**src/sos_map.svh**
```systemverilog
`ifndef SOS_MAP_SVH
`define SOS_MAP_SVH

// clock and timing
`define SOS_CLK_HZ 50000000
`define SOS_EDM_WINDOW_MS 300
`define SOS_EDM_WINDOW_CYC ((`SOS_CLK_HZ / 1000) * `SOS_EDM_WINDOW_MS)
`define SOS_BLINK_HZ 1
`define SOS_BLINK_HALF_CYC (`SOS_CLK_HZ / (2 * `SOS_BLINK_HZ))

// register byte offsets
`define SOS_OFS_CTRL 8'h00
`define SOS_OFS_STATUS 8'h04
`define SOS_OFS_IRQ_STATUS 8'h08
`define SOS_OFS_IRQ_MASK 8'h0C

// control fields
`define SOS_CTRL_EDM_EN 0
`define SOS_CTRL_INTERLOCK_EN 1
`define SOS_CTRL_SENDER_TEST_EN 2
`define SOS_CTRL_DIAG_POL_LOW 3
`define SOS_CTRL_DIAG_SEL_LO 4
`define SOS_CTRL_DIAG_SEL_HI 5
`define SOS_CTRL_FAULT_CLEAR 6
`define SOS_CTRL_RESET 8'h02

// status fields
`define SOS_STAT_OUT_A 0
`define SOS_STAT_OUT_B 1
`define SOS_STAT_RESET_PEND 2
`define SOS_STAT_FAULT 3
`define SOS_STAT_EDM_FAULT 4
`define SOS_STAT_CFG_FAULT 5
`define SOS_STAT_SENDER_TEST 6
`define SOS_STAT_FEEDBACK 7

// interrupt event bits
`define SOS_IRQ_TRIP 0
`define SOS_IRQ_EDM_FAULT 1
`define SOS_IRQ_CFG_FAULT 2
`define SOS_IRQ_RESET_PEND 3
`define SOS_IRQ_W 4
`define SOS_IRQ_MASK_RESET 4'h0

`endif

```
**src/sos_pkg.sv**
```systemverilog
package sos_pkg;

   typedef enum logic [3:0]
   {
      ST_OFF = 4'b0001,
      ST_RESET_WAIT = 4'b0010,
      ST_ON = 4'b0100,
      ST_FAULT = 4'b1000
   } sos_state_e;

   typedef enum logic [1:0]
   {
      DIAG_OUTPUT_STATE = 2'b00,
      DIAG_RESET_REQUIRED = 2'b01,
      DIAG_MUTING = 2'b10,
      DIAG_NONE = 2'b11
   } sos_diag_sel_e;

endpackage

```
**src/sos_supervisor.sv**
```systemverilog
// Summary of operation
// - after a reset attempt the outputs fall again if feedback does not show pickup in 300 ms.
// - feedback high means both contactors released; low too long after switch-off blocks restart.
// - feedback wiring present without monitoring enabled puts the block into fault with an error.
// - with the restart interlock on, outputs stay off after an interruption until reset is pressed.
// - while a reset is pending the reset-required output toggles at 1 Hz.
// - high-active diagnostic drives high on contamination or outputs on, else floats.
// - low-active diagnostic floats on contamination or outputs on, else drives high.
// - diagnostic assigned to reset-required pulses at 1 Hz instead of a static level.
// - diagnostic assigned to muting or override ignores polarity and drives high while active.
// - the sender test runs while the test input is low, if the sender test is enabled.
// - safety outputs are high only in the on state with the light path clear, and low on interruption or fault.
//
// Design decisions made here: the address map and register access over Avalon-MM.
`timescale 1ns/1ns
`include "sos_map.svh"
module sos_supervisor #(
   parameter int unsigned EDM_WINDOW_CYC = `SOS_EDM_WINDOW_CYC,
   parameter int unsigned BLINK_HALF_CYC = `SOS_BLINK_HALF_CYC
)
(
   input wire logic ref_clk,
   input wire logic reset,
   input wire logic [7:0] avs_address,
   input wire logic avs_read,
   input wire logic avs_write,
   input wire logic [31:0] avs_writedata,
   input wire logic [3:0] avs_byteenable,
   output logic [31:0] avs_readdata,
   output logic avs_waitrequest,
   output logic irq,
   input wire logic beams_clear,
   input wire logic device_fault,
   input wire logic contactor_feedback,
   input wire logic feedback_wired,
   input wire logic reset_button,
   input wire logic contamination_alarm,
   input wire logic muting_active,
   input wire logic override_active,
   input wire logic sender_test_in_n,
   output logic sender_test_run,
   output logic safety_out_a,
   output logic safety_out_b,
   output logic reset_required_out,
   output logic diag_alarm_out,
   output logic diag_alarm_oe,
   output logic error_indicator
);
   sos_pkg::sos_state_e state_r;
   sos_pkg::sos_state_e state_nxt;
   logic [7:0] ctrl_r;
   logic [`SOS_IRQ_W-1:0] irq_status_r;
   logic [`SOS_IRQ_W-1:0] irq_mask_r;
   logic [`SOS_IRQ_W-1:0] irq_event;
   logic [31:0] readdata_r;
   logic rd_done_r;
   logic [31:0] edm_cnt_r;
   logic edm_fault_r;
   logic cfg_fault_r;
   logic button_prev_r;
   logic safety_a_r;
   logic safety_b_r;
   logic reset_req_r;
   logic diag_out_r;
   logic diag_oe_r;
   logic sender_test_r;
   logic blink;
   logic button_press;
   logic edm_en;
   logic edm_ok;
   logic edm_mismatch;
   logic edm_timeout;
   logic trip;
   logic fault_clear;
   logic wr_ctrl;
   logic wr_irq_status;
   logic wr_irq_mask;
   logic diag_active;
   logic diag_drive;
   sos_pkg::sos_diag_sel_e diag_sel;

   // ---------------- register bus ----------------
   // writes finish at once; reads wait one cycle for registered data
   assign avs_waitrequest = avs_read && !rd_done_r;
   assign wr_ctrl = avs_write && avs_byteenable[0] && avs_address == `SOS_OFS_CTRL;
   assign wr_irq_status = avs_write && avs_byteenable[0] && avs_address == `SOS_OFS_IRQ_STATUS;
   assign wr_irq_mask = avs_write && avs_byteenable[0] && avs_address == `SOS_OFS_IRQ_MASK;
   assign fault_clear = wr_ctrl && avs_writedata[`SOS_CTRL_FAULT_CLEAR];

   always_ff @(posedge ref_clk)
   begin
      if (reset)
      begin
         rd_done_r <= 1'b0;
      end
      else
      begin
         rd_done_r <= avs_read && !rd_done_r;
      end
   end

   always_ff @(posedge ref_clk)
   begin
      if (reset)
      begin
         readdata_r <= 32'h0000_0000;
      end
      else if (avs_read && !rd_done_r)
      begin
         unique case (avs_address)
            `SOS_OFS_CTRL: readdata_r <= {24'h00_0000, 2'b00, ctrl_r[5:0]};
            `SOS_OFS_STATUS: readdata_r <= {24'h00_0000, contactor_feedback, sender_test_r,
               cfg_fault_r, edm_fault_r, state_r == sos_pkg::ST_FAULT,
               state_r == sos_pkg::ST_RESET_WAIT, safety_b_r, safety_a_r};
            `SOS_OFS_IRQ_STATUS: readdata_r <= {28'h000_0000, irq_status_r};
            `SOS_OFS_IRQ_MASK: readdata_r <= {28'h000_0000, irq_mask_r};
            default: readdata_r <= 32'h0000_0000;
         endcase
      end
   end

   assign avs_readdata = readdata_r;

   // fault clear is a command bit and is not stored
   always_ff @(posedge ref_clk)
   begin
      if (reset)
      begin
         ctrl_r <= `SOS_CTRL_RESET;
      end
      else if (wr_ctrl)
      begin
         ctrl_r <= {2'b00, avs_writedata[5:0]};
      end
   end

   always_ff @(posedge ref_clk)
   begin
      if (reset)
      begin
         irq_mask_r <= `SOS_IRQ_MASK_RESET;
      end
      else if (wr_irq_mask)
      begin
         irq_mask_r <= avs_writedata[`SOS_IRQ_W-1:0];
      end
   end

   // sticky events, write one to clear, a new event wins over the clear
   always_ff @(posedge ref_clk)
   begin
      if (reset)
      begin
         irq_status_r <= '0;
      end
      else
      begin
         irq_status_r <= (irq_status_r & ~(wr_irq_status ? avs_writedata[`SOS_IRQ_W-1:0]
            : '0)) | irq_event;
      end
   end

   assign irq = |(irq_status_r & irq_mask_r);

   // ---------------- supervision ----------------
   assign edm_en = ctrl_r[`SOS_CTRL_EDM_EN];
   assign edm_ok = !edm_en || contactor_feedback;
   assign button_press = reset_button && !button_prev_r;
   assign trip = !beams_clear || device_fault;

   // expected feedback: low while outputs on, high while off
   assign edm_mismatch = edm_en && (state_r == sos_pkg::ST_ON ? contactor_feedback
      : (state_r != sos_pkg::ST_FAULT && !contactor_feedback));
   assign edm_timeout = edm_mismatch && edm_cnt_r == 32'(EDM_WINDOW_CYC - 1);

   always_ff @(posedge ref_clk)
   begin
      if (reset)
      begin
         button_prev_r <= 1'b0;
      end
      else
      begin
         button_prev_r <= reset_button;
      end
   end

   always_ff @(posedge ref_clk)
   begin
      if (reset || !edm_mismatch || state_nxt != state_r)
      begin
         edm_cnt_r <= 32'h0000_0000;
      end
      else
      begin
         edm_cnt_r <= edm_cnt_r + 32'h0000_0001;
      end
   end

   always_ff @(posedge ref_clk)
   begin
      if (reset)
      begin
         edm_fault_r <= 1'b0;
      end
      else if (edm_timeout)
      begin
         edm_fault_r <= 1'b1;
      end
      else if (fault_clear)
      begin
         edm_fault_r <= 1'b0;
      end
   end

   always_ff @(posedge ref_clk)
   begin
      if (reset)
      begin
         cfg_fault_r <= 1'b0;
      end
      else
      begin
         cfg_fault_r <= feedback_wired && !edm_en;
      end
   end

   always_comb
   begin
      state_nxt = state_r;
      unique case (state_r)
         sos_pkg::ST_OFF:
         begin
            if (cfg_fault_r || edm_timeout)
               state_nxt = sos_pkg::ST_FAULT;
            else if (beams_clear && !device_fault)
            begin
               if (ctrl_r[`SOS_CTRL_INTERLOCK_EN])
                  state_nxt = sos_pkg::ST_RESET_WAIT;
               else if (edm_ok)
                  state_nxt = sos_pkg::ST_ON;
            end
         end
         sos_pkg::ST_RESET_WAIT:
         begin
            if (cfg_fault_r || edm_timeout)
               state_nxt = sos_pkg::ST_FAULT;
            else if (trip)
               state_nxt = sos_pkg::ST_OFF;
            else if (button_press && edm_ok)
               state_nxt = sos_pkg::ST_ON;
         end
         sos_pkg::ST_ON:
         begin
            if (cfg_fault_r || edm_timeout)
               state_nxt = sos_pkg::ST_FAULT;
            else if (trip)
               state_nxt = sos_pkg::ST_OFF;
         end
         sos_pkg::ST_FAULT:
         begin
            if (fault_clear && !cfg_fault_r && !device_fault)
               state_nxt = sos_pkg::ST_OFF;
         end
         default:
         begin
            state_nxt = sos_pkg::ST_FAULT;
         end
      endcase
   end

   always_ff @(posedge ref_clk)
   begin
      if (reset)
      begin
         state_r <= sos_pkg::ST_OFF;
      end
      else
      begin
         state_r <= state_nxt;
      end
   end

   // each channel has its own flip-flop and its own decode
   always_ff @(posedge ref_clk)
   begin
      if (reset)
      begin
         safety_a_r <= 1'b0;
      end
      else
      begin
         safety_a_r <= state_nxt == sos_pkg::ST_ON && beams_clear;
      end
   end

   always_ff @(posedge ref_clk)
   begin
      if (reset)
      begin
         safety_b_r <= 1'b0;
      end
      else
      begin
         safety_b_r <= state_nxt[2] && !device_fault;
      end
   end

   assign irq_event[`SOS_IRQ_TRIP] = state_r == sos_pkg::ST_ON && state_nxt != sos_pkg::ST_ON;
   assign irq_event[`SOS_IRQ_EDM_FAULT] = edm_timeout;
   assign irq_event[`SOS_IRQ_CFG_FAULT] = feedback_wired && !edm_en && !cfg_fault_r;
   assign irq_event[`SOS_IRQ_RESET_PEND] = state_nxt == sos_pkg::ST_RESET_WAIT
      && state_r != sos_pkg::ST_RESET_WAIT;

   // ---------------- indicators ----------------
   sos_blink #(
      .HALF_CYC(BLINK_HALF_CYC)
   ) u_blink (
      .ref_clk(ref_clk),
      .reset(reset),
      .run(state_r == sos_pkg::ST_RESET_WAIT),
      .wave(blink)
   );

   always_ff @(posedge ref_clk)
   begin
      if (reset)
      begin
         reset_req_r <= 1'b0;
      end
      else
      begin
         // dark as soon as the pending reset ends, so the lamp never shows with outputs on
         reset_req_r <= blink && state_nxt == sos_pkg::ST_RESET_WAIT;
      end
   end

   assign diag_sel = sos_pkg::sos_diag_sel_e'(ctrl_r[`SOS_CTRL_DIAG_SEL_HI:`SOS_CTRL_DIAG_SEL_LO]);
   assign diag_active = contamination_alarm || safety_a_r || safety_b_r;

   always_comb
   begin
      diag_drive = 1'b0;
      unique case (diag_sel)
         sos_pkg::DIAG_OUTPUT_STATE:
         begin
            if (ctrl_r[`SOS_CTRL_DIAG_POL_LOW])
               diag_drive = !diag_active;
            else
               diag_drive = diag_active;
         end
         sos_pkg::DIAG_RESET_REQUIRED: diag_drive = blink;
         sos_pkg::DIAG_MUTING: diag_drive = muting_active || override_active;
         sos_pkg::DIAG_NONE: diag_drive = 1'b0;
      endcase
   end

   // the pin is either driven high or left floating
   always_ff @(posedge ref_clk)
   begin
      if (reset)
      begin
         diag_out_r <= 1'b0;
         diag_oe_r <= 1'b0;
      end
      else
      begin
         diag_out_r <= diag_drive;
         diag_oe_r <= diag_drive;
      end
   end

   always_ff @(posedge ref_clk)
   begin
      if (reset)
      begin
         sender_test_r <= 1'b0;
      end
      else
      begin
         sender_test_r <= ctrl_r[`SOS_CTRL_SENDER_TEST_EN] && !sender_test_in_n;
      end
   end

   assign sender_test_run = sender_test_r;
   assign safety_out_a = safety_a_r;
   assign safety_out_b = safety_b_r;
   assign reset_required_out = reset_req_r;
   assign diag_alarm_out = diag_out_r;
   assign diag_alarm_oe = diag_oe_r;
   assign error_indicator = state_r == sos_pkg::ST_FAULT;
endmodule // sos_supervisor

```
**src/sos_blink.sv**
```systemverilog
`timescale 1ns/1ns
module sos_blink #(
   parameter int unsigned HALF_CYC = 25000000
)
(
   input wire logic ref_clk,
   input wire logic reset,
   input wire logic run,
   output logic wave
);
   logic [31:0] cnt_r;
   logic wave_r;

   // square wave starting high when run rises, idle low
   always_ff @(posedge ref_clk)
   begin
      if (reset || !run)
      begin
         cnt_r <= 32'(HALF_CYC - 1);
         wave_r <= 1'b0;
      end
      else if (cnt_r == 32'(HALF_CYC - 1))
      begin
         cnt_r <= 32'h0000_0000;
         wave_r <= !wave_r;
      end
      else
      begin
         cnt_r <= cnt_r + 32'h0000_0001;
      end
   end

   assign wave = wave_r;
endmodule // sos_blink

```
**config.mk**
```make
export PLATFORM = sky130hd
export DESIGN_NAME = sos_supervisor
export DESIGN_NICKNAME = d
export VERILOG_FILES = /design/src/sos_pkg.sv /design/src/sos_supervisor.sv /design/src/sos_blink.sv
export VERILOG_INCLUDE_DIRS = /design/src /design/src/src
export SDC_FILE = /design/constraint.sdc
export NUM_CORES = 1
export LEC_CHECK = 0
export ABC_CLOCK_PERIOD_IN_PS = 2200
export BUFFER_PORTS_ARGS = -buffer_cell sky130_fd_sc_hd__buf_2
export CORE_MARGIN = 2
export CORE_UTILIZATION = 51
export DETAILED_ROUTE_END_ITERATION = 10
export PLACE_DENSITY = 0.86
export SLEW_MARGIN = 15
export SYNTH_ARGS = -nofsm -noshare
export SYNTH_HDL_FRONTEND = slang
export SYNTH_HIERARCHICAL = 1
export SYNTH_SLANG_ARGS = --single-unit
```
**constraint.sdc**
```tcl
create_clock -name ref_clk -period 2.2 [get_ports ref_clk]
set_clock_uncertainty 0.05 [all_clocks]
set_input_delay 0.33 -clock ref_clk [delete_from_list [all_inputs] [get_ports ref_clk]]
set_output_delay 0.33 -clock ref_clk [all_outputs]
set_load 0.02 [all_outputs]
```
# After elaboration in Yosys (flattened, before gate mapping)
# Index checks and enable logic that the tools add are counted.
[op_classes] eq_ne=18 bitwise_logic=4 muxes=19 n_reduce_logical=48 n_addsub=2
[ops] op="$add 32x1->32 const B" count=2
[ops] op="$mux 4" count=11
[ops] op="$eq 32x24->1 const B" count=1
[ops] op="$eq 32x25->1 const B" count=1
[ops] op="$pmux 8 s4" count=1
[ops] op="$mux 25" count=1
[ops] op="$logic_and 1x1->1" count=22
[ops] op="$eq 8x4->1 const B" count=2
[ops] op="$pmux 4 s4" count=1
[ops] op="$logic_not 1->1" count=12
[ops] op="$logic_or 1x1->1" count=9
[ops] op="$and 4x4->4" count=2
[ops] op="$eq 4x2->1 const B" count=2
[ops] op="$eq 4x3->1 const B" count=2
[ops] op="$eq 8x3->1 const B" count=1
[ops] op="$logic_not 8->1" count=1
[ops] op="$eq 2x2->1 const B" count=2
[ops] op="$eq 4x1->1 const B" count=1
[ops] op="$eq 4x4->1 const B" count=1
[ops] op="$mux 1" count=4
[ops] op="$ne 4x2->1 const B" count=1
[ops] op="$ne 4x3->1 const B" count=1
[ops] op="$ne 4x4->1" count=1
[ops] op="$ne 4x4->1 const B" count=1
[ops] op="other kinds (8)" count=8
[totals] in_bits=57 out_inout_bits=41 register_bits=124 elab_cells=109

# Logic depth before layout (Yosys ltp)
# Gate-level depths: netlist (run 1).
[logic_depth] depth_word=11 ltp_mapped=9 ltp_nobuf=6

# Modules after synthesis
# Netlist (run 1), hierarchy kept.
[by_module_without_submodules] module="sos_supervisor" n_inst=1 cells_each=408 area_per_inst_um2=3671.0 seq_area_each_um2=1341.3
[by_module_without_submodules] module="sos_blink" n_inst=1 cells_each=196 area_per_inst_um2=1659.1 seq_area_each_um2=660.6

# Worst setup path before layout (run 1)
# OpenSTA, ideal clock, no wires.
[synth_path] path_type="reg2reg" from="register state_r[3]" to="register edm_cnt_r[24]" setup_time_ps=123 path_slack_ps=-250 path_stages_with_launch=9 path_buffers=2 period_less_slack_ps=2450 required_ps=2027 arrival_ps=2278 cell_sequence="dfxtp_1 -> buf_2 -> inv_2 -> nor4_1 -> and3_1 -> o21ba_2 -> o2111ai_2 -> buf_6 -> nor3_2"
[synth_between] word_cells_on_any_way=25 classes_between="eq/ne: 6; mux: 12; reduce/logical: 7"
[synth_lines] item="start, declared" line_no="sos_supervisor.sv:49" rtl="sos_pkg::sos_state_e state_r;"
[synth_lines] item="start signal, assigned" line_no="sos_supervisor.sv:276" rtl="state_r <= sos_pkg::ST_OFF;"
[synth_lines] item="start signal, assigned" line_no="sos_supervisor.sv:280" rtl="state_r <= state_nxt;"
[synth_lines] item="$eq 4x4->1"
[synth_lines] item="via error_indicator" line_no="sos_supervisor.sv:47" rtl="output logic error_indicator"
[synth_lines] item="$pmux 4 s4" line_no="sos_supervisor.sv:231" rtl="unique case (state_r)"
[synth_lines] item="$ne 4x4->1" line_no="sos_supervisor.sv:190" rtl="if (reset || !edm_mismatch || state_nxt != state_r)"
[synth_lines] item="$logic_or 1x1->1" line_no="sos_supervisor.sv:190"
[synth_lines] item="end signal, assigned" line_no="sos_supervisor.sv:196" rtl="edm_cnt_r <= edm_cnt_r + 32'h0000_0001;"
[synth_lines] item="end, declared" line_no="sos_supervisor.sv:57" rtl="logic [31:0] edm_cnt_r;"
# The timed path passes the listed nets, and every way through them passes these cells.
# A chain may end at the register's enable or synchronous reset.

# Worst setup path after layout (run 1)
[layout_path] from="register ctrl_r[1]" to="register edm_cnt_r[15]"
[layout_between] elab_chain_cells=6
[layout_rtl] item="start, declared" line_no="sos_supervisor.sv:51" rtl="logic [7:0] ctrl_r;"
[layout_rtl] item="start signal, assigned" line_no="sos_supervisor.sv:129" rtl="ctrl_r <= `SOS_CTRL_RESET;"
[layout_rtl] item="start signal, assigned" line_no="sos_supervisor.sv:133" rtl="ctrl_r <= {2'b00, avs_writedata[5:0]};"
[layout_rtl] item="$mux 4" line_no="sos_supervisor.sv:238" rtl="if (ctrl_r[`SOS_CTRL_INTERLOCK_EN])"
[layout_rtl] item="$mux 4" line_no="sos_supervisor.sv:236" rtl="else if (beams_clear && !device_fault)"
[layout_rtl] item="$mux 4" line_no="sos_supervisor.sv:234" rtl="if (cfg_fault_r || edm_timeout)"
[layout_rtl] item="$pmux 4 s4" line_no="sos_supervisor.sv:231"
[layout_rtl] item="$ne 4x4->1" line_no="sos_supervisor.sv:190"
[layout_rtl] item="$logic_or 1x1->1" line_no="sos_supervisor.sv:190"
# No other way between the ends.

==> impl_metrics.yaml, run 1 <==
status:
  status: "complete, but fails checks"
  violations: "setup timing"
cts:
  htreeDepth: 3
  cts-root-buf: "clkbuf_8"
  cts.clk_slew.worst_paths_ns: 0.09
  cts_tree: "built"
  holdBufCountCts: 0
  cts_made_buffers: 9
  cts.path.max_buffers: 2
  cts.sinks: 100
  clk_latency_ns: 0.37
floorplanning:
  die-area_um2: 11300
  core_region_area_um2: 10200
  die_w_um: 106
  start_util_pct: 52.1
  io_pins: 98
  dieHeight_um: 106
  core.rowCount: 37
cells_and_area:
  final_nets: 733
  seq_area_um2: 2010
  n_antenna_cell: 0
  area_delta_synth_final_pct: 16.4
  final_area_um2: 6200
  final_cell_mix: "dfxtp_1, nor2_1, nand2_1"
  final_common_cell: "dfxtp_1"
  nFillCells: 792
  multi_input_area_um2: 3100
  drive_gt1_share_pct: 26.1
critical_path:
  crit_fanout: 32
  end_kind: "flip-flop"
  critPathRequiredTime_ns: 2.45
  worstSetupPathType: "flip-flop to flip-flop"
  rr_startpoint: "ctrl_r[1]"
  timing.rr.end: "edm_cnt_r[15]"
  critical_path_arrival_ns: 2.49
  worstSetupStartpointType: "flip-flop"
  r2r_setup_slack_ns: -0.04
  r2r_cells: 7
timing:
  finalCritPeriodShare_pct: 102
  layout_min_cycle_time_ns: 2.24
  final-max-slew-violation-count: 0
  max_slew_margin_pct: 67.0
  hold_violations: 0
  setup_tns_ns: -0.420
  rsz0062_at_grt: "yes"
  setup-violations-final: 29
  fin_ws_ns: -0.0420
  fmax_mhz: 446
  worst_slew_pin_slew_ns: 0.492
synthesis:
  avgSynthCellArea_um2: 8.82
  yosysSeqAreaShare_pct: 37.6
  syn-cell-area_um2: 5330
  synthFlopType: "dfxtp_1"
  synth-async-reset-ratio_pct: 0
  synth_top_area_cell: "dfxtp_1"
  synth-warning-count: 6
  syn_inst: 604
  synth_top_area_share_pct: 37.6
  synth-edff-count: 0
  synth-seq-cells: 100
  synthDistinctLibCells: 71
  synth.area.top_cells: "dfxtp_1, nor3_2, xnor2_1"
route:
  via_per_inst: 5.83
  drt-total-wl_um: 12900
  post_drt_wl_per_cell_um: 15.8
  vias: 4755
  drtIter0Drc: 332
  final_antenna_net_count: 0
  dr.pass1.iters: 7
  drc: 0
global_routing:
  grt_use_total_pct: 22.5
  antenna_found_initial: 0
  grt_start_max_net_pins: 33
  grt_overflow: 0
  first_global_vias: 4498
  grt_pass1_wl_um: 20600
pwr:
  p_leak_nw: 2.27
  total_power_mw: 3.62
  power.density_nw_per_um2: 583
  peakVddDrop_uv: 318
hold_path:
  hp-class: "input pin to flip-flop"
  hold_path.startpoint: "sender_test_in_n"
  whs_path_depth: 2
  hold_end: "sender_test_run"
placed_design:
  numPortBuffers: 45
  place_area_um2: 5890
  hpwl_um: 9260
  post-place-ws_ns: -0.231
  place_congestion: 0.912
run:
  maxCapViolCount: 0
[state kept, by name, summed over array words and instances, names as in the netlist]
name,cells
rd_done_r,1
irq_status_r,4
ctrl_r,6
edm_fault_r,1
avs_readdata,8
diag_alarm_oe,1
cfg_fault_r,1
u_blink/wave,1
safety_out_a,1
edm_cnt_r,32
irq_mask_r,4
u_blink/cnt_r,32
safety_out_b,1
sender_test_run,1
state_r,4
button_prev_r,1
reset_required_out,1
[report_power, final]
part           total [mW]  switching, mW  internal, mW
clock                1.44          0.622         0.817
combinational       0.347          0.220         0.126
sequential           1.83         0.0125          1.82
total                3.62          0.855          2.76
[worst max-delay path, cell delays in order, from the launching register on]
cell and delay (ns):
dfxtp_2 0.33, or3b_4 0.42, a2111oi_4 0.34, nor3_2 0.09, o41ai_2 0.31, o2111ai_4 0.19, buf_12 0.22, nor3_2 0.20
[cell families after synthesis]
logic type	Yosys count	synth area share, %
AO/OA/AOI/OAI	72	9.95
XOR/XNOR	56	9.20
adder cells (fa/ha/maj)	2	0.469
buffers and inverters	71	7.63
flip-flops	100	37.6
multiplexers	14	3.71
other	1	0.0704
AND/OR/NAND/NOR	288	31.4
[synthesized netlist by cell type (5+ instances only)]
library cell  count
nor3_2           31
dfxtp_1         100
buf_4            26
nand2b_1          5
o21ai_0          17
and3_1           14
buf_2             7
nand2_1          47
mux2i_1           7
nor3_1           14
xor2_1           28
nor2b_1           6
nand4_1          13
xnor2_1          28
inv_1            13
a22oi_1           8
and4_1            7
a21oi_1          16
nand3_1          39
nor4_1           23
nor2_1           60
clkbuf_1         13
[metrics by stage]
step                      instances  hold slack, ns  utilization [%]
after floorplan                 627           0.356                -
after global placement          798           0.400             57.6
after detailed placement        798           0.404             57.6
after CTS                       814          0.0614             60.1
after global routing            815          0.0624             60.6
final                           815          0.0699             60.6
[metal layers]
metal	share of wire (%)	vias up	routed length (µm)	GRT usage [%]
li1	-	2248	-	-
met1	41	2239	5270	27.0
met2	49	224	6360	39.1
met3	6.8	44	873	4.48
met4	2.9	0	377	9.59
met5	0	-	0	0
[area by class of cell]
type                            instances  share of cell area (%)
Inverter                               14                   0.847
Clock buffer                           12                    2.50
Timing Repair Buffer                   93                    10.0
Sequential cell                       100                    32.3
Clock inverter                          4                    1.53
Multi-Input combinational cell        456                    50.0
Tap cell                              136                    2.74
[worst max-delay path by stage]
stage,startpoint,end,slack (ns),depth (start not counted)
final,ctrl_r[1],edm_cnt_r[15],-0.04,7
after floorplan,edm_cnt_r[0],edm_cnt_r[24],0.01,8
after CTS,ctrl_r[1],edm_cnt_r[6],-0.05,7
after global routing,state_r[0],edm_cnt_r[3],-0.16,8
after global placement,contactor_feedback,edm_cnt_r[3],-0.15,8
after detailed placement,contactor_feedback,edm_cnt_r[14],-0.23,8
[repair_timing]
item                                    4_1_cts  5_1_grt
pin swaps                                     1        2
setup buffers                                 0        1
endpoints found under the setup margin       32       33
resized for setup                             3        8
(Power assumes the default switching activity.)
==> inputs of run 2 (changes only) <==
--- a/config.mk
+++ b/config.mk
@@ -11,7 +11,7 @@
 export CORE_MARGIN = 2
 export CORE_UTILIZATION = 51
 export DETAILED_ROUTE_END_ITERATION = 10
-export PLACE_DENSITY = 0.86
+export PLACE_DENSITY_LB_ADDON = 0.2
 export SLEW_MARGIN = 15
 export SYNTH_ARGS = -nofsm -noshare
 export SYNTH_HDL_FRONTEND = slang
==> run 2 against run 1 <==
The flow still finishes with violations (setup timing). Routed wire length down 8.1%. Critical path depth unchanged. Hold slack better by 0.013 ns. Combinational power down 3%. Flip-flop and latch count unchanged. Core utilization down 0.073 points. Sequential share of layout area about the same. Global-route usage down 0.70 points. Design area down 0.12%. Largest cell class unchanged. Die area unchanged. Final cell count up 1.3%. Highest routed layer unchanged. Non-clock buffer count up 11.
==> impl_metrics.yaml, run 2 (synthesized netlist as in run 1, its figures left out) <==
floorplanning:
  die-area_um2: 11300
  core.rowCount: 37
  dieHeight_um: 106
  io_pins: 98
  die_w_um: 106
  core_region_area_um2: 10200
  start_util_pct: 52.1
critical_path:
  critPathRequiredTime_ns: 2.43
  worstSetupStartpointType: "flip-flop"
  crit_fanout: 32
  critical_path_arrival_ns: 2.49
  worstSetupPathType: "flip-flop to flip-flop"
  end_kind: "flip-flop"
cts:
  cts.sinks: 100
  htreeDepth: 3
  cts_tree: "built"
  clk_latency_ns: 0.36
  cts.clk_slew.worst_paths_ns: 0.11
  cts_made_buffers: 9
  cts-root-buf: "clkbuf_8"
  holdBufCountCts: 0
  cts.path.max_buffers: 2
placed_design:
  hpwl_um: 8830
  dp_cells: 810
  numPortBuffers: 45
  place_area_um2: 5970
  place_congestion: 0.899
cells_and_area:
  n_antenna_cell: 0
  final_cells: 826
  drive_gt1_share_pct: 26.5
  nFillCells: 926
  area_delta_synth_final_pct: 16.2
  final_area_um2: 6200
  seq_area_um2: 2010
  final_cell_mix: "dfxtp_1, nor2_1, buf_4"
  final_common_cell: "dfxtp_1"
  multi_input_area_um2: 3060
  final_nets: 744
global_routing:
  grt_use_total_pct: 21.8
  grt_pass1_wl_um: 20000
  first_global_vias: 4236
  grt_start_max_net_pins: 33
  grt_overflow: 0
  antenna_found_initial: 0
status:
  status: "complete, but fails checks"
  violations: "setup timing"
pwr:
  p_leak_nw: 2.29
  peakVddDrop_uv: 311
  power.density_nw_per_um2: 550
route:
  dr.pass1.iters: 5
  via_per_inst: 5.50
  route.met3.wl_um: 596
  met2_length_um: 5630
  m1WireLength_um: 5460
  drc: 0
  drt-total-wl_um: 11800
  post_drt_wl_per_cell_um: 14.3
  final_antenna_net_count: 0
  topRoutingLayerUsed: "met4"
  drtIter0Drc: 220
  vias: 4543
timing:
  fin_ws_ns: -0.0584
  finalCritPeriodShare_pct: 103
  setup-violations-final: 32
  layout_min_cycle_time_ns: 2.26
  rsz0062_at_grt: "yes"
  final-max-slew-violation-count: 0
  fmax_mhz: 443
  hold_violations: 0
hold_path:
  hp-class: "input pin to flip-flop"
run:
  maxCapViolCount: 0
[run 2: what timing repair did]
action | in CTS | in global routing
buffers inserted | 0 | 0
pin swaps | 1 | 0
endpoints found under the setup margin | 32 | 32
cloned | 0 | 0
resized for setup | 3 | 2
[run 2: cell type report]
class | instances | area share [%]
Multi-Input combinational cell | 456 | 49.5
Sequential cell | 100 | 32.4
Timing Repair Buffer | 104 | 11.2
Tap cell | 136 | 2.75
Clock buffer | 12 | 2.50
Clock inverter | 4 | 0.889
Inverter | 14 | 0.848
[run 2: final timing paths]
| check | start | endpoint | slack (ns) | depth (start not counted) |
|---|---|---|---|---|
| worst min-delay path | sender_test_in_n | sender_test_run | 0.08 | 2 |
| worst max-delay path | ctrl_r[1] | edm_cnt_r[17] | -0.06 | 7 |
| worst max register to register | ctrl_r[1] | edm_cnt_r[17] | -0.06 | 7 |
| worst min register to register | irq_mask_r[3] | irq_mask_r[3] | 0.43 | 2 |
[run 2: metal layers]
| metal | track usage (%) | up-vias |
|---|---|---|
| li1 | - | 2264 |
| met1 | 29.7 | 2134 |
| met2 | 35.5 | 131 |
| met3 | 3.99 | 14 |
| met4 | 6.11 | 0 |
| met5 | 0 | - |
[run 2: power breakdown]
group          switching, mW  internal [mW]  leakage (nW)
Sequential            0.0129           1.82         0.809
Clock                  0.639          0.596         0.103
Combinational          0.209          0.126          1.38
[run 2: worst max-delay path, cell delays in order, from the launching register on]
cell	delay (ns)
dfxtp_2	0.34
or3b_4	0.41
a2111oi_4	0.36
nor3_2	0.09
o41ai_2	0.31
o2111ai_4	0.19
buf_12	0.22
nor3_2	0.20
[run 2: through the flow]
stage | TNS (ns) | setup slack, ns | util (%) | hold WS [ns] | power [mW]
2_1_floorplan | 0 | 0.0100 | - | 0.356 | 2.13
3_3_place_gp | -4.52 | -0.155 | 58.4 | 0.401 | 2.20
3_5_place_dp | -6.22 | -0.224 | 58.4 | 0.414 | 2.21
4_1_cts | -1.30 | -0.0663 | 60.5 | 0.0649 | 3.44
5_1_grt | -5.96 | -0.243 | 60.6 | 0.0758 | 3.55
6_report | -0.941 | -0.0584 | 60.6 | 0.0831 | 3.40
